[config.mk]
export PLATFORM = sky130hd
export DESIGN_NAME = mhr_top
export DESIGN_NICKNAME = d
export VERILOG_FILES = /design/src/rtl/mhr_pkg.sv /design/src/rtl/mhr_evt.sv /design/src/rtl/mhr_ring.sv /design/src/rtl/mhr_top.sv
export VERILOG_INCLUDE_DIRS = /design/src /design/src/rtl
export SDC_FILE = /design/constraint.sdc
export NUM_CORES = 1
export LEC_CHECK = 0
export ABC_AREA = 1
export BUFFER_PORTS_ARGS = -buffer_cell sky130_fd_sc_hd__buf_2
export CORE_MARGIN = 1
export CORE_UTILIZATION = 35
export CTS_CLUSTER_SIZE = 24
export DETAILED_ROUTE_END_ITERATION = 16
export REMOVE_ABC_BUFFERS = 1
export SYNTH_ARGS = -nofsm -noshare
export SYNTH_HDL_FRONTEND = slang
export SYNTH_SLANG_ARGS = --single-unit
[constraint.sdc]
create_clock -name i_clk -period 1.82 [get_ports i_clk]
set_input_delay 0 -clock i_clk [delete_from_list [all_inputs] [get_ports i_clk]]
set_output_delay 0 -clock i_clk [all_outputs]
set_load 0.01 [all_outputs]
[src/rtl/mhr_consts.svh]
// mhr_consts.svh: offsets, bit positions and reset values of the interface bits
// assumes: included by bare name from the package only; the modules use its macros without including it
`ifndef MHR_CONSTS_SVH
`define MHR_CONSTS_SVH

// ----------------------------------------
// register offsets (byte index on the plain port)
// ----------------------------------------
`define MHR_OFF_RBUF 8'h00
`define MHR_OFF_CDEN 8'h03
`define MHR_OFF_LOOP 8'h07
`define MHR_OFF_RENEG 8'h0E
`define MHR_OFF_LINE 8'h0F
`define MHR_OFF_WAKE 8'h15
`define MHR_OFF_RIOVR 8'h1A
`define MHR_OFF_RBST 8'h1E
`define MHR_OFF_IRQST 8'h20
`define MHR_OFF_IRQMSK 8'h21

// ----------------------------------------
// bit positions
// ----------------------------------------
`define MHR_BIT_RBF 0
`define MHR_BIT_RBIE 2
`define MHR_BIT_RBIA 6
`define MHR_BIT_RLREQ 6
`define MHR_BIT_RLEN 7
`define MHR_BIT_RWAKE 5
`define MHR_BIT_RIST 3
`define MHR_BIT_CDST 7
`define MHR_BIT_CDEN 4
`define MHR_BIT_ROEN 6
`define MHR_BIT_ROST 5
`define MHR_BIT_RNG 5

// ----------------------------------------
// reset values
// ----------------------------------------
`define MHR_RST_RBIE 1'b0
`define MHR_RST_RLEN 1'b1
`define MHR_RST_RLREQ 1'b0
`define MHR_RST_RWAKE 1'b1
`define MHR_RST_CDEN 1'b1
`define MHR_RST_ROEN 1'b0
`define MHR_RST_ROST 1'b0
`define MHR_RST_MASK 4'h0

// ----------------------------------------
// event status layout (0x20 / 0x21)
// ----------------------------------------
`define MHR_EV_RBF 0
`define MHR_EV_RING 1
`define MHR_EV_RENEG 2
`define MHR_EV_CD 3
`define MHR_NEV 4

`endif

[src/rtl/mhr_pkg.sv]
// mhr_pkg.sv: loopback state type for the receive/ring/loopback interface bits
// assumes: mhr_consts.svh on the include path
`include "mhr_consts.svh"
package mhr_pkg;
    typedef enum logic [1:0] {
        MHR_LB_IDLE = 2'b00,
        MHR_LB_REQ = 2'b01,
        MHR_LB_LOCAL = 2'b11,
        MHR_LB_REMOTE = 2'b10
    } mhr_lb_t;
endpackage : mhr_pkg

[src/rtl/mhr_evt.sv]
// mhr_evt.sv: sticky event bits cleared by a read, mask, one level interrupt
// assumes: events are single-cycle pulses in the i_clk domain
`timescale 1ns/1ps
module mhr_evt
    import mhr_pkg::*;
#(
    parameter int N = 4
)
(
    input wire logic i_clk,
    input wire logic i_rst_n,
    input wire logic [N-1:0] i_event,
    input wire logic i_clear,
    input wire logic i_mask_we,
    input wire logic [N-1:0] i_mask_wd,
    output logic [N-1:0] o_status,
    output logic [N-1:0] o_mask,
    output logic o_irq
);
    logic [N-1:0] st_q;
    logic [N-1:0] st_d;
    logic [N-1:0] mk_q;
    logic [N-1:0] mk_d;

    always_comb
    begin
        // a new event wins over the clearing read
        st_d = (i_clear ? '0 : st_q) | i_event;
        mk_d = i_mask_we ? i_mask_wd : mk_q;
    end

    always_ff @(posedge i_clk or negedge i_rst_n)
    begin
        if (!i_rst_n)
        begin
            st_q <= '0;
            mk_q <= `MHR_RST_MASK;
        end
        else
        begin
            st_q <= st_d;
            mk_q <= mk_d;
        end
    end

    assign o_status = st_q;
    assign o_mask = mk_q;
    assign o_irq = |(st_q & mk_q);
endmodule : mhr_evt

[src/rtl/mhr_ring.sv]
// mhr_ring.sv: ring-detect input conditioning and sleep wake request
// assumes: ring detector in the pump delivers ring on/off cadence as a level
`timescale 1ns/1ps
module mhr_ring
    import mhr_pkg::*;
(
    input wire logic i_clk,
    input wire logic i_rst_n,
    input wire logic i_ring_detect_input,
    input wire logic i_ring_on,
    input wire logic i_data_mode,
    input wire logic i_tone_mode,
    input wire logic i_sleeping,
    input wire logic i_ring_wake_enable,
    output logic o_ring_status,
    output logic o_wake,
    output logic o_ring_rise
);
    logic rd_q;
    logic rd_d;
    logic st_q;
    logic st_d;
    logic wk_q;
    logic wk_d;

    always_comb
    begin
        rd_d = i_ring_detect_input;
        // ring status only meaningful outside data and tone modes
        st_d = i_ring_on & ~i_data_mode & ~i_tone_mode; // RQ11
        // input idles low: a rising edge while asleep is a ring
        wk_d = i_ring_wake_enable & i_sleeping & i_ring_detect_input & ~rd_q; // RQ10
    end

    always_ff @(posedge i_clk or negedge i_rst_n)
    begin
        if (!i_rst_n)
        begin
            rd_q <= 1'b0;
            st_q <= 1'b0;
            wk_q <= 1'b0;
        end
        else
        begin
            rd_q <= rd_d;
            st_q <= st_d;
            wk_q <= wk_d;
        end
    end

    assign o_ring_status = st_q;
    assign o_wake = wk_q;
    assign o_ring_rise = st_d & ~st_q;
endmodule : mhr_ring

[src/rtl/mhr_top.sv]
// mhr_top.sv: receive buffer, loopback, ring, carrier-detect and renegotiation bits
// assumes: single 125 MHz clock; register port with one-cycle strobes, read data next cycle
// Notes on behaviour
// RQ1: received channel byte lands in an 8-bit buffer, valid while full flag set.
// RQ2: receiver write sets buffer-full flag; may raise interrupt request.
// RQ3: host read of buffer clears full flag and interrupt-active flag.
// RQ4: enable set and full flag rising raises interrupt and sets active flag.
// RQ5: enable clear (reset 0): full flag never affects interrupt or active flag; code raises the interrupt on a received byte when event mask bit 0 is set.
// RQ6: loopback request sends request, clamps data to mark, holds CTS low until loop.
// RQ7: host should set response enable before setting loopback request.
// RQ8: response enable (reset 1): remote request enters loop, clamps, resets bits, sets test mode.
// RQ9: response enable clear: remote loopback requests are ignored, no response.
// RQ10: ring wake (reset 1) wakes a sleeping device on ring; input idles low.
// RQ11: ring status follows ring on/off, valid only out of data and tone modes.
// RQ12: override enable drives ring output from override state, else detected ringing; code ignores override enable in data mode.
// RQ13: carrier status set on trained or energy with data; reset idle or training.
// RQ14: carrier pin enable (reset 1) mirrors status; clear forces pin off, data mark.
// RQ15: renegotiation-detected bit set on detection, held until host writes it clear.
// RQ16: interrupt output stays high while any enabled active flag stays set.
//
// The strobed register port was chosen for this implementation.
`timescale 1ns/1ps
module mhr_top
    import mhr_pkg::*;
#(
    parameter int DW = 8
)
(
    input wire logic i_clk,
    input wire logic i_rst_n,
    input wire logic [7:0] i_addr,
    input wire logic [7:0] i_wdata,
    input wire logic i_wr,
    input wire logic i_rd,
    output logic [7:0] o_rdata,
    input wire logic i_rx_byte_valid,
    input wire logic [DW-1:0] i_rx_byte,
    input wire logic i_rx_bit,
    output logic o_rx_bit,
    input wire logic i_ring_detect_input,
    input wire logic i_ring_on,
    input wire logic i_data_mode,
    input wire logic i_tone_mode,
    input wire logic i_sleeping,
    output logic o_wake,
    output logic o_ring_indicator_output_n,
    input wire logic i_rx_trained,
    input wire logic i_rx_energy,
    input wire logic i_rx_idle,
    input wire logic i_rx_training,
    output logic o_carrier_detect_pin_n,
    input wire logic i_cts,
    input wire logic i_dsr,
    output logic o_cts_pin_n,
    output logic o_dsr_pin_n,
    output logic o_cts_status,
    output logic o_dsr_status,
    output logic o_send_loop_request,
    input wire logic i_loop_established,
    input wire logic i_remote_loop_request,
    input wire logic i_remote_loop_end,
    output logic o_test_mode_flag,
    input wire logic i_reneg_detect,
    output logic o_irq
);
    // ----------------------------------------
    // state
    // ----------------------------------------
    logic [DW-1:0] buf_q, buf_d;
    logic rbf_q, rbf_d;
    logic rbia_q, rbia_d;
    logic rbie_q, rbie_d;
    logic rlreq_q, rlreq_d;
    logic rlen_q, rlen_d;
    logic rwake_q, rwake_d;
    logic cden_q, cden_d;
    logic roen_q, roen_d;
    logic rost_q, rost_d;
    logic cd_q, cd_d;
    logic rng_q, rng_d;
    logic [7:0] rdata_q, rdata_d;
    mhr_lb_t lb_q, lb_d;

    logic ring_st;
    logic ring_rise;
    logic rbuf_rd;
    logic [`MHR_NEV-1:0] ev;
    logic [`MHR_NEV-1:0] ev_st;
    logic [`MHR_NEV-1:0] ev_mk;
    logic ev_irq;
    logic ev_clr;
    logic ev_mk_we;
    logic in_loop;
    logic clamp;

    assign rbuf_rd = i_rd && (i_addr == `MHR_OFF_RBUF);
    assign ev_clr = i_rd && (i_addr == `MHR_OFF_IRQST);
    assign ev_mk_we = i_wr && (i_addr == `MHR_OFF_IRQMSK);

    // ----------------------------------------
    // ring logic
    // ----------------------------------------
    mhr_ring u_ring (
        .i_clk(i_clk),
        .i_rst_n(i_rst_n),
        .i_ring_detect_input(i_ring_detect_input),
        .i_ring_on(i_ring_on),
        .i_data_mode(i_data_mode),
        .i_tone_mode(i_tone_mode),
        .i_sleeping(i_sleeping),
        .i_ring_wake_enable(rwake_q),
        .o_ring_status(ring_st),
        .o_wake(o_wake),
        .o_ring_rise(ring_rise)
    );

    // ----------------------------------------
    // receive buffer and its interrupt flags
    // ----------------------------------------
    always_comb
    begin
        buf_d = buf_q;
        rbf_d = rbf_q;
        rbia_d = rbia_q;
        if (i_rx_byte_valid)
            buf_d = i_rx_byte; // RQ1
        if (rbuf_rd)
        begin
            rbf_d = 1'b0; // RQ3
            rbia_d = 1'b0; // RQ3
        end
        // a byte arriving with the read wins, so it is not lost
        if (i_rx_byte_valid)
        begin
            rbf_d = 1'b1; // RQ2
            rbia_d = rbie_q; // RQ4 RQ5
        end
    end

    // ----------------------------------------
    // control bits written by the host
    // ----------------------------------------
    always_comb
    begin
        rbie_d = rbie_q;
        rlreq_d = rlreq_q;
        rlen_d = rlen_q;
        rwake_d = rwake_q;
        cden_d = cden_q;
        roen_d = roen_q;
        rost_d = rost_q;
        rng_d = rng_q;
        if (i_wr)
        begin
            unique case (i_addr)
                `MHR_OFF_RBST: rbie_d = i_wdata[`MHR_BIT_RBIE];
                `MHR_OFF_LOOP:
                begin
                    rlreq_d = i_wdata[`MHR_BIT_RLREQ];
                    rlen_d = i_wdata[`MHR_BIT_RLEN];
                end
                `MHR_OFF_WAKE: rwake_d = i_wdata[`MHR_BIT_RWAKE];
                `MHR_OFF_CDEN: cden_d = i_wdata[`MHR_BIT_CDEN];
                `MHR_OFF_RIOVR:
                begin
                    roen_d = i_wdata[`MHR_BIT_ROEN];
                    rost_d = i_wdata[`MHR_BIT_ROST];
                end
                `MHR_OFF_RENEG: rng_d = rng_q & i_wdata[`MHR_BIT_RNG]; // RQ15
                default: ;
            endcase
        end
        if (i_reneg_detect)
            rng_d = 1'b1; // RQ15
        // carrier status from receiver state
        if (i_rx_idle || i_rx_training)
            cd_d = 1'b0; // RQ13
        else if (i_rx_trained || i_rx_energy)
            cd_d = 1'b1; // RQ13
        else
            cd_d = cd_q;
    end

    // ----------------------------------------
    // loopback sequencing
    // ----------------------------------------
    always_comb
    begin
        lb_d = lb_q;
        unique case (lb_q)
            MHR_LB_IDLE:
                if (rlreq_q)
                    lb_d = MHR_LB_REQ; // RQ6
                else if (i_remote_loop_request && rlen_q)
                    lb_d = MHR_LB_REMOTE; // RQ8 RQ9
            MHR_LB_REQ:
                if (!rlreq_q)
                    lb_d = MHR_LB_IDLE;
                else if (i_loop_established)
                    lb_d = MHR_LB_LOCAL; // RQ6
            MHR_LB_LOCAL:
                if (!rlreq_q)
                    lb_d = MHR_LB_IDLE;
            MHR_LB_REMOTE:
                if (i_remote_loop_end)
                    lb_d = MHR_LB_IDLE;
        endcase
    end

    assign in_loop = (lb_q == MHR_LB_REMOTE);
    assign clamp = in_loop || (lb_q == MHR_LB_REQ) || !cden_q; // RQ6 RQ8 RQ14

    // ----------------------------------------
    // read data
    // ----------------------------------------
    always_comb
    begin
        rdata_d = 8'h00;
        if (i_rd)
        begin
            unique case (i_addr)
                `MHR_OFF_RBUF: rdata_d = 8'(buf_q);
                `MHR_OFF_RBST:
                begin
                    rdata_d[`MHR_BIT_RBF] = rbf_q;
                    rdata_d[`MHR_BIT_RBIE] = rbie_q;
                    rdata_d[`MHR_BIT_RBIA] = rbia_q;
                end
                `MHR_OFF_LOOP:
                begin
                    rdata_d[`MHR_BIT_RLREQ] = rlreq_q;
                    rdata_d[`MHR_BIT_RLEN] = rlen_q;
                end
                `MHR_OFF_WAKE: rdata_d[`MHR_BIT_RWAKE] = rwake_q;
                `MHR_OFF_CDEN: rdata_d[`MHR_BIT_CDEN] = cden_q;
                `MHR_OFF_RIOVR:
                begin
                    rdata_d[`MHR_BIT_ROEN] = roen_q;
                    rdata_d[`MHR_BIT_ROST] = rost_q;
                end
                `MHR_OFF_LINE:
                begin
                    rdata_d[`MHR_BIT_CDST] = cd_q & ~in_loop; // RQ8 RQ13
                    rdata_d[`MHR_BIT_RIST] = ring_st; // RQ11
                end
                `MHR_OFF_RENEG: rdata_d[`MHR_BIT_RNG] = rng_q;
                `MHR_OFF_IRQST: rdata_d[`MHR_NEV-1:0] = ev_st;
                `MHR_OFF_IRQMSK: rdata_d[`MHR_NEV-1:0] = ev_mk;
                default: rdata_d = 8'h00;
            endcase
        end
    end

    always_ff @(posedge i_clk or negedge i_rst_n)
    begin
        if (!i_rst_n)
        begin
            buf_q <= '0;
            rbf_q <= 1'b0;
            rbia_q <= 1'b0;
            rbie_q <= `MHR_RST_RBIE;
            rlreq_q <= `MHR_RST_RLREQ;
            rlen_q <= `MHR_RST_RLEN;
            rwake_q <= `MHR_RST_RWAKE;
            cden_q <= `MHR_RST_CDEN;
            roen_q <= `MHR_RST_ROEN;
            rost_q <= `MHR_RST_ROST;
            cd_q <= 1'b0;
            rng_q <= 1'b0;
            rdata_q <= 8'h00;
            lb_q <= MHR_LB_IDLE;
        end
        else
        begin
            buf_q <= buf_d;
            rbf_q <= rbf_d;
            rbia_q <= rbia_d;
            rbie_q <= rbie_d;
            rlreq_q <= rlreq_d;
            rlen_q <= rlen_d;
            rwake_q <= rwake_d;
            cden_q <= cden_d;
            roen_q <= roen_d;
            rost_q <= rost_d;
            cd_q <= cd_d;
            rng_q <= rng_d;
            rdata_q <= rdata_d;
            lb_q <= lb_d;
        end
    end

    // ----------------------------------------
    // events and interrupt
    // ----------------------------------------
    assign ev[`MHR_EV_RBF] = i_rx_byte_valid;
    assign ev[`MHR_EV_RING] = ring_rise;
    assign ev[`MHR_EV_RENEG] = i_reneg_detect & ~rng_q;
    assign ev[`MHR_EV_CD] = cd_d & ~cd_q;

    mhr_evt #(.N(`MHR_NEV)) u_evt (
        .i_clk(i_clk),
        .i_rst_n(i_rst_n),
        .i_event(ev),
        .i_clear(ev_clr),
        .i_mask_we(ev_mk_we),
        .i_mask_wd(i_wdata[`MHR_NEV-1:0]),
        .o_status(ev_st),
        .o_mask(ev_mk),
        .o_irq(ev_irq)
    );

    // ----------------------------------------
    // outputs
    // ----------------------------------------
    assign o_irq = rbia_q | ev_irq; // RQ4 RQ16
    assign o_rdata = rdata_q;
    assign o_rx_bit = clamp ? 1'b1 : i_rx_bit; // RQ6 RQ8 RQ14
    assign o_carrier_detect_pin_n = (cden_q && !in_loop) ? ~cd_q : 1'b1; // RQ14 RQ8
    assign o_cts_status = i_cts & ~in_loop & (lb_q != MHR_LB_REQ); // RQ6 RQ8
    assign o_dsr_status = i_dsr & ~in_loop; // RQ8
    assign o_cts_pin_n = ~o_cts_status;
    assign o_dsr_pin_n = ~o_dsr_status;
    assign o_send_loop_request = (lb_q == MHR_LB_REQ); // RQ6
    assign o_test_mode_flag = in_loop; // RQ8
    assign o_ring_indicator_output_n = (roen_q && !i_data_mode) ? ~rost_q : ~ring_st; // RQ12
endmodule : mhr_top

==> impl_metrics.ini, run 1 <==
[floorplanning]
core_area_um2 = 5608
io_pins = 64
fp.dieW_um = 78.94
die_h_um = 78.94
initial_core_util_pct = 36.95
dieArea_um2 = 6232
num_rows = 27

[timing]
relSlewSlack_pct = 65.51
tightest_slew_ns = 0.5174
period_minus_slack_ns = 1.684
finClkSkew_ns = 0.006784
rsz0062_at_grt = no
timing.fmax_mhz = 594.0
fin_setup_tns_ns = 0
finalSetupViolations = 0
final_max_slew_viol_count = 0
hold_viol = 0
post-route-period-util_pct = 92.51

[global_route]
grt_use_total_pct = 16.73
grt_antenna_before_repair = 0
grt-ovfl-total = 0
grt_pass1_wl_mm = 8.017
grt_pass1_vias = 1817
grt_max_degree = 41

[routing]
drt-vias-per-instance = 4.626
drtIter0Drc = 112
dr.pass1.iters = 4
postRouteAntennaNets = 0
num_vias = 2003
post_drt_wl_per_cell_um = 11.37
drc = 0
routed_wl_mm = 4.923

[yosys]
yosys_register_bits = 40
synthCells = 265
yosys_warnings = 0
avgSynthCellArea_um2 = 7.819
syn_area_um2 = 2072
yosys.cell_types.count = 24
seq_area_frac_synth_pct = 48.49

[clock_tree]
cts_tree = yes
clkTransAtPathRegs_ns = 0.08
clock_latency_ns = 0.29
clk_path_buf_depth = 2
cts-buffers-inserted = 5
post_cts_buffers = 0
htree_levels = 2
cts-root-buf = clkbuf_8
clock-sinks = 40

[power]
clkPwrFrac_pct = 36.9
power_mw = 2.331
swShare_pct = 26.85
combinationalPowerShare_pct = 20.2
ir_worst_vdd_uv = 483.4
seqPwrFrac_pct = 42.9
switchingPower_uw = 625.8
cellInternalPower_mw = 1.705
p_leak_nw = 1.562
power.density_nw_per_um2 = 812.8

[finish]
diodes = 0
seqCellArea_um2 = 1005
nFillCells = 572
multi_input_area_um2 = 933.4
drive_gt1_share_pct = 24.93
final_nets = 410
syn2layout_area_growth_pct = 38.41

[worst_setup_path]
worstRegToRegCells = 6
reg2reg_from = lb_q[0]$_DFFE_PN0P_
worstReg2RegEnd = lb_q[1]$_DFFE_PN0P_
startpoint_type = flip-flop
cp_data_required_time_ns = 1.82
end_kind = primary output
crit_end = o_rx_bit
critPathKind = reg -> out
critPathMaxFanout = 4
worst_ep_arrival_time_ns = 1.68
timing.reg2reg.setup_slack_ns = 0.45
crit_start = lb_q[0]$_DFFE_PN0P_

[place]
routabilityCongestion = 0.8670
dpl.hpwl_mm = 3.698
io_buffers = 63

[run_status]
status = complete, no violations

[min_path]
hold_class = in -> reg

[flow_run]
cap_violations = 0
[metrics by stage]
stage,cell area (um^2),util [%],worst slack (ns),hold WS (ns),cells
floorplan,2062,-,0.5210,-0.2956,263
global placement,2475,44.13,0.4575,0.09471,399
detailed placement,2475,44.13,0.4469,0.09834,399
CTS,2868,51.14,0.1279,0.0001371,433
global route,2868,51.14,0.05142,0.01704,433
finish,2868,51.14,0.1364,0.006271,433
[power groups by stage]
stage | Combinational [mW] | Sequential [mW] | Clock [mW]
after floorplan | 0.266 | 1.00 | 0
after global placement | 0.424 | 1.02 | 0
after detailed placement | 0.434 | 1.02 | 0
after CTS | 0.476 | 1.00 | 0.873
after global routing | 0.537 | 1.01 | 0.915
final | 0.471 | 1.00 | 0.860
[cells in the mapped netlist]
| library cell | n | share of area [%] |
|---|---|---|
| o211ai_1 | 1 | 0.36 |
| a21oi_1 | 4 | 0.97 |
| nor2_4 | 4 | 2.2 |
| o21ai_1 | 6 | 1.4 |
| nor2_8 | 2 | 1.9 |
| o21ai_0 | 14 | 3.4 |
| inv_1 | 32 | 5.8 |
| nor2_2 | 2 | 0.60 |
| nand4_1 | 1 | 0.30 |
| nand3_1 | 28 | 6.8 |
| a31oi_1 | 1 | 0.30 |
| nand2_4 | 1 | 0.54 |
| nand2_2 | 5 | 1.5 |
| o22ai_1 | 1 | 0.30 |
| o21a_1 | 1 | 0.36 |
| nand2_1 | 86 | 16 |
| buf_2 | 2 | 0.48 |
| nor2_1 | 24 | 4.3 |
| inv_2 | 1 | 0.18 |
| dfrtp_1 | 37 | 45 |
| dfstp_2 | 3 | 3.8 |
| nor3_1 | 3 | 0.72 |
| ha_1 | 5 | 3.0 |
| or3b_2 | 1 | 0.42 |
[state kept, by name (all words and copies together) (netlist names), 2 cells and up]
signal          cells
buf_q               8
o_rdata             8
u_evt.o_mask        4
u_evt.o_status      4
lb_q                2
[critical path: stages, from the launching register on]
cell	delay [ns]
dfrtp_1	0.40
inv_1	0.10
ha_1	0.30
or3b_2	0.45
buf_2	0.15
[layout make-up]
| class | instances | area share (%) |
|---|---|---|
| Timing Repair Buffer | 90 | 20.33 |
| Tap cell | 72 | 3.141 |
| Multi-Input combinational cell | 190 | 32.55 |
| Inverter | 33 | 4.319 |
| Sequential cell | 40 | 35.03 |
| Clock inverter | 2 | 2.094 |
| Clock buffer | 6 | 2.531 |
[worst min path at each step]
stage | from | end | depth (start not counted)
finish | i_rx_byte_valid | buf_q[6]$_DFFE_PN0P_ | 3
global route | i_rx_byte_valid | buf_q[1]$_DFFE_PN0P_ | 3
CTS | i_wdata[5] | rwake_q$_DFFE_PN1P_ | 3
detailed placement | i_rst_n | u_evt.o_mask[0]$_DFFE_PN0P_ | 2
global placement | i_rst_n | buf_q[0]$_DFFE_PN0P_ | 2
floorplan | i_rst_n | buf_q[0]$_DFFE_PN0P_ | 0
[layout by cell type, fill, tap and decap left out, drive strengths merged, types with 2 or more instances in the layout]
master	Yosys	layout
a21oi	4	4
buf	2	64
bufinv	0	2
clkbuf	0	6
dfrtp	37	37
dfstp	3	3
dlygate4sd3	0	26
ha	5	5
inv	33	33
nand2	92	92
nand3	28	28
nor2	32	32
nor3	3	3
o21ai	20	20
[logic make-up (layout without fill, tap and decap cells)]
| logic type | after synthesis | count (layout) | synth area share [%] |
|---|---|---|---|
| flops | 40 | 40 | 48.49 |
| simple gates | 157 | 157 | 34.90 |
| buf+inv | 35 | 131 | 6.461 |
| compound gates | 28 | 28 | 7.126 |
| fa+ha+maj | 5 | 5 | 3.019 |
[routing by layer]
layer | track usage [%] | share of wire [%] | vias up
li1 | - | - | 1031
met1 | 22.25 | 49 | 909
met2 | 27.65 | 45 | 55
met3 | 2.874 | 5.1 | 8
met4 | 5.455 | 1.3 | 0
met5 | 0 | 0 | -
[timing repair]
action,4_1_cts,5_1_grt
resized for setup,0,0
hold buffers,26,0
endpoints found under the hold margin,63,0
(Power assumes the default switching activity.)
==> run 2, diff against run 1 <==
==> constraint.sdc (replaced) <==
create_clock -name i_clk -period 1.82 [get_ports i_clk]
set_input_delay 0.091 -clock i_clk [delete_from_list [all_inputs] [get_ports i_clk]]
set_output_delay 0.091 -clock i_clk [all_outputs]
set_load 0.01 [all_outputs]
==> run 2 against run 1 <==
  * Global-route usage rose by 0.15 points
  * Via count shrank 2.3%
  * Non-clock buffer count down 9
  * Sequential power about the same
  * Clock power decreased by 12%
  * Critical path depth did not move
  * Critical path type unchanged
  * Critical endpoint unchanged
==> impl_metrics.ini, run 2 (synthesized netlist as in run 1, its figures left out) <==
[timing]
hold_viol = 0
timing.fmax_mhz = 569.3
relSlewSlack_pct = 65.72
timing.final.ws_setup_ns = 0.06359
tightest_slew_ns = 0.5141
finClkSkew_ns = 0.005265
post-route-period-util_pct = 96.51
final_max_slew_viol_count = 0
period_minus_slack_ns = 1.756
fin_setup_tns_ns = 0
finalSetupViolations = 0

[place]
dp_slack_ns = 0.3370
dpl_cell_area_um2 = 2475
routabilityCongestion = 0.8681
dpl.hpwl_mm = 3.718
io_buffers = 63
dp_cells = 399

[global_route]
grt-ovfl-total = 0
grt_pass1_vias = 1831
grt_use_total_pct = 16.89
grt_pass1_wl_mm = 8.148
grt_antenna_before_repair = 0
grt_max_degree = 41

[finish]
fin_cells = 424
final_cell_mix = nand2_1, buf_2, dfrtp_1, inv_1, nand3_1
diodes = 0
drive_gt1_share_pct = 27.56
nFillCells = 588
final_nets = 401
design_area_um2 = 2754
syn2layout_area_growth_pct = 32.91
final_common_cell = nand2_1

[worst_setup_path]
reg2reg_from = lb_q[0]$_DFFE_PN0P_
worstRegToRegCells = 8
path_buf_inv = 2
worstReg2RegEnd = lb_q[1]$_DFFE_PN0P_
max_stage_delay_ns = 0.45
critPathMaxFanout = 3
worst_ep_arrival_time_ns = 1.67
critical_path.top_delay_family = simple AND/OR/NAND/NOR gates
path_cells = inv_1 > ha_1 > or3b_2 > buf_2
cp.depth = 4
timing.reg2reg.setup_slack_ns = 0.38
cp_data_required_time_ns = 1.73
cp_slowest_cell = or3b_2
startpoint_type = flip-flop
crit_start = lb_q[0]$_DFFE_PN0P_
critPathKind = reg -> out
end_kind = primary output
crit_end = o_rx_bit

[clock_tree]
clkTransAtPathRegs_ns = 0.08
cts_tree = yes
clock-sinks = 40
clock_latency_ns = 0.29
clk_path_buf_depth = 2
cts-buffers-inserted = 5
htree_levels = 2
cts-root-buf = clkbuf_8

[floorplanning]
initial_core_util_pct = 36.95
die_h_um = 78.94
num_rows = 27
fp.dieW_um = 78.94
core_area_um2 = 5608
io_pins = 64
dieArea_um2 = 6232

[power]
ir_worst_vdd_uv = 465.0
power.density_nw_per_um2 = 831.1
p_leak_nw = 1.524

[routing]
drt-vias-per-instance = 4.616
drtIter0Drc = 92
num_vias = 1957
routed_wl_mm = 4.904
post_drt_wl_per_cell_um = 11.57
dr.pass1.iters = 4
postRouteAntennaNets = 0
drc = 0

[run_status]
status = complete, no violations

[flow_run]
cap_violations = 0

[min_path]
hold_class = in -> reg
-- run 2: worst register-to-register path, delay by kind of cell, from the launching register on --
| family | cells | cell delay [ns] |
|---|---|---|
| AND/OR/NAND/NOR | 2 | 0.15 |
| AO/OA/AOI/OAI | 3 | 0.32 |
| buffers and inverters | 2 | 0.26 |
| adder cells (fa/ha/maj) | 1 | 0.18 |
| flip-flops | 1 | 0.41 |
-- run 2: final cells by class --
class	count	area, um^2	share of cell area (%)
Clock buffer	6	82.58	2.999
Clock inverter	2	38.79	1.408
Inverter	33	123.9	4.498
Multi-Input combinational cell	190	933.4	33.89
Sequential cell	40	1005	36.48
Tap cell	72	90.09	3.271
Timing Repair Buffer	81	480.5	17.45
-- run 2: metrics by stage --
step	hold WS [ns]	power, mW	utilization, %
after floorplan	-0.2046	1.271	-
after global placement	0.1836	1.442	44.13
after detailed placement	0.1819	1.457	44.13
after CTS	0.0004989	2.241	48.08
after global routing	0.004991	2.431	49.11
final	0.004298	2.289	49.11
-- run 2: per-layer routing --
metal  share of wire [%]  wire (um)  global-route usage (%)  vias up
met2                  46       2237                   28.00       51
met1                  47       2328                   21.83      890
met3                 5.8        283                   4.138        5
met4                 1.1         53                   4.909        0
met5                   0          0                       0        -
li1                    -          -                       -     1011
-- run 2: repair_timing --
action | in CTS | in global routing
hold endpoints to repair | 45 | 2
hold buffers | 10 | 2
setup endpoints to repair | 0 | 1
resized for setup | 0 | 1
setup buffers | 0 | 5
-- run 2: how the worst min path moves through the flow --
stage | cells after the start | start | slack (ns) | endpoint
floorplan | 0 | i_rst_n | -0.20 | buf_q[0]$_DFFE_PN0P_
global placement | 2 | i_rst_n | 0.18 | o_rdata[0]$_DFF_PN0_
detailed placement | 2 | i_rst_n | 0.18 | u_evt.o_mask[0]$_DFFE_PN0P_
CTS | 3 | i_rx_byte[3] | 0.0005 | buf_q[3]$_DFFE_PN0P_
global route | 3 | i_wdata[4] | 0.005 | cden_q$_DFFE_PN1P_
finish | 3 | i_rx_byte[4] | 0.004 | buf_q[4]$_DFFE_PN0P_
-- run 2: power breakdown --
part	internal, mW	total, mW	leakage [nW]	switching, mW
Sequential	0.952	0.996	0.474	0.0441
Clock	0.448	0.761	0.0614	0.313
Combinational	0.247	0.531	0.988	0.285
Total	1.65	2.29	1.52	0.642
==> run 3, diff against run 2 <==
--- a/config.mk
+++ b/config.mk
@@ -6,7 +6,6 @@
 export SDC_FILE = /design/constraint.sdc
 export NUM_CORES = 1
 export LEC_CHECK = 0
-export ABC_AREA = 1
 export BUFFER_PORTS_ARGS = -buffer_cell sky130_fd_sc_hd__buf_2
 export CORE_MARGIN = 1
 export CORE_UTILIZATION = 35
==> run 3 against run 2 <==
  * Wire length decreased by 1.7%
  * Worst setup slack improved by 0.24 ns
  * Flip-flop and latch count unchanged
  * Cell area decreased by 3.4%
  * Register-to-register slack about the same
  * Core utilization decreased by 1.4 points
  * Die area decreased by 1.0%
  * Clock-buffer cell count increased by 1
  * Clock power decreased by 20%
  * Critical endpoint unchanged
  * Largest power group unchanged
==> impl_metrics.ini, run 3 <==
[run_status]
status = complete, no violations

[worst_setup_path]
end_kind = primary output
critical_path.top_delay_family = flip-flops
startpoint_type = flip-flop
critPathKind = reg -> out
cp.depth = 5
cp_data_required_time_ns = 1.73
cp_slowest_cell = dfrtp_1
path_buf_inv = 2
worst_ep_arrival_time_ns = 1.42
worstRegToRegCells = 3
path_cells = inv_1 > ha_1 > nor2_1 > nand2_1 > buf_2
critPathMaxFanout = 5
max_stage_delay_ns = 0.40

[finish]
drive_gt1_share_pct = 37.40
final_cell_mix = buf_2, dfrtp_1, nand2_1, mux2_2, dlygate4sd3_1
final_nets = 311
syn2layout_area_growth_pct = 29.77
diodes = 0
design_area_um2 = 2661
final_common_cell = buf_2
nFillCells = 565

[power]
ir_worst_vdd_uv = 379.7
power.density_nw_per_um2 = 761.5
power_mw = 2.027
p_leak_nw = 1.251

[floorplanning]
num_rows = 27
io_pins = 64
dieArea_um2 = 6169
fp.dieW_um = 78.55
core_area_um2 = 5574
die_h_um = 78.55
initial_core_util_pct = 36.79

[timing]
relSlewSlack_pct = 66.63
finClkSkew_ns = 0.005572
tightest_slew_ns = 0.4967
final_max_slew_viol_count = 0
fin_setup_tns_ns = 0
rsz0062_at_grt = no
finalSetupViolations = 0
post-route-period-util_pct = 83.18
hold_viol = 0
period_minus_slack_ns = 1.514
timing.fmax_mhz = 660.6

[min_path]
hold_class = in -> reg
hold-path-cell-count = 2

[yosys]
yosys_register_bits = 40
synth_most_common_cell = dfrtp_1
async_flop_share_pct = 100.0
synth_top_cell_area_share_pct = 45.15
syn_area_um2 = 2051
avgSynthCellArea_um2 = 11.33
yosys_warnings = 0
synthCells = 181
seq_area_frac_synth_pct = 48.99
yosys.cell_types.count = 43
yosys-top-cells-count = dfrtp_1, nand2_1, mux2_2
yosys_most_used_dff = dfrtp_1
synth.area.top_cells = dfrtp_1, mux2_2, mux2i_1, dfstp_2, mux2_1
synth_edf_count = 0
yosys.area.top_type = dfrtp_1

[global_route]
grt_pass1_vias = 1706
grt_util_met1_pct = 20.81
grt_use_total_pct = 17.06
grt_pass1_wl_mm = 8.024
grt_antenna_before_repair = 0
grt_util_met2_pct = 29.13
top_usage_layer = met2
grt_max_degree = 41
grt-ovfl-total = 0
met3_usage_pct = 4.186

[clock_tree]
clkTransAtPathRegs_ns = 0.07
clk_path_buf_depth = 2
post_cts_buffers = 0
cts_tree = yes
cts-root-buf = clkbuf_8
htree_levels = 2
clock_latency_ns = 0.30
clock-sinks = 40
ctsResizeCount = 0
cts-buffers-inserted = 5

[routing]
post_drt_wl_per_cell_um = 14.44
dr.pass1.iters = 4
drc = 0
routed_wl_mm = 4.822
drt-vias-per-instance = 4.973
drtIter0Drc = 58
num_vias = 1661
postRouteAntennaNets = 0

[place]
dpl.hpwl_mm = 3.701
io_buffers = 63
dpl_cell_area_um2 = 2467
routabilityCongestion = 0.8337

[flow_run]
cap_violations = 0
-- run 3: changes by cell type in the layout (fill, tap and decap cells not counted), moves of 5 or more --
cell and change:
inv_1 -24, nand3_1 -25, nand2_1 -70, nor3_1 +5, nor2b_1 +6, mux2_1 +7
mux2i_1 +9, o21ai_0 -11, mux2_2 +11, nor2_1 -16, nand2b_1 +5, o21ai_1 -5
-- run 3: worst paths after layout --
check,from,endpoint,slack [ns]
worst max-delay path,lb_q[1]$_DFFE_PN0P_,o_rx_bit,0.31
worst min-delay path,i_wdata[3],u_evt.o_mask[3]$_DFFE_PN0P_,0.01
worst max register to register,cd_q$_DFF_PN0_,cd_q$_DFF_PN0_,0.37
worst min register to register,rbf_q$_DFFE_PN0P_,rbf_q$_DFFE_PN0P_,0.50
max in group asynchronous,i_rst_n,rwake_q$_DFFE_PN1P_,1.07
min in group asynchronous,i_rst_n,o_rdata[2]$_DFF_PN0_,0.39
-- run 3: per-layer routing --
metal	wire (um)	up-vias
met5	0	-
met4	60	0
met3	218	7
met2	2407	51
met1	2136	788
li1	-	815
-- run 3: timing repair --
item	CTS	global route
endpoints found under the hold margin	43	1
endpoints found under the setup margin	0	0
hold buffers	9	1
-- run 3: final cells by class --
class	instances	area, um^2	area share, %
clock buffers	7	86.33	3.244
clock inverters	1	7.507	0.2821
inverters	7	26.28	0.9873
multi-input cells	128	985.9	37.05
flip-flops and latches	40	1005	37.75
well taps	72	90.09	3.385
repair buffers	79	460.4	17.30
-- run 3: per-stage QoR --
stage                     setup WS (ns)  hold slack (ns)  cells  utilization, %
after global routing             0.1870         0.006926    334           47.74
after floorplan                  0.3198          -0.2046    175               -
after detailed placement         0.1638           0.1826    316           44.26
final                            0.3061          0.01477    334           47.74
after global placement           0.2116           0.1861    316           44.26
after CTS                        0.3004        0.0003971    333           47.56
-- run 3: cells by family (layout without fill, tap and decap cells) --
logic type	count (synthesis)	after routing	share of synthesized area, %
adders and majority gates	5	5	3.051
buffers and inverters	13	94	2.929
AOI/OAI and AO/OA	22	22	7.930
muxes	28	28	15.01
DFF	40	40	48.99
and+or+nand+nor	73	73	22.09
-- run 3: power breakdown --
| part | total, mW | internal, mW | switching, mW |
|---|---|---|---|
| clock network | 0.611 | 0.308 | 0.304 |
| registers | 0.986 | 0.943 | 0.0423 |
| logic | 0.430 | 0.206 | 0.224 |
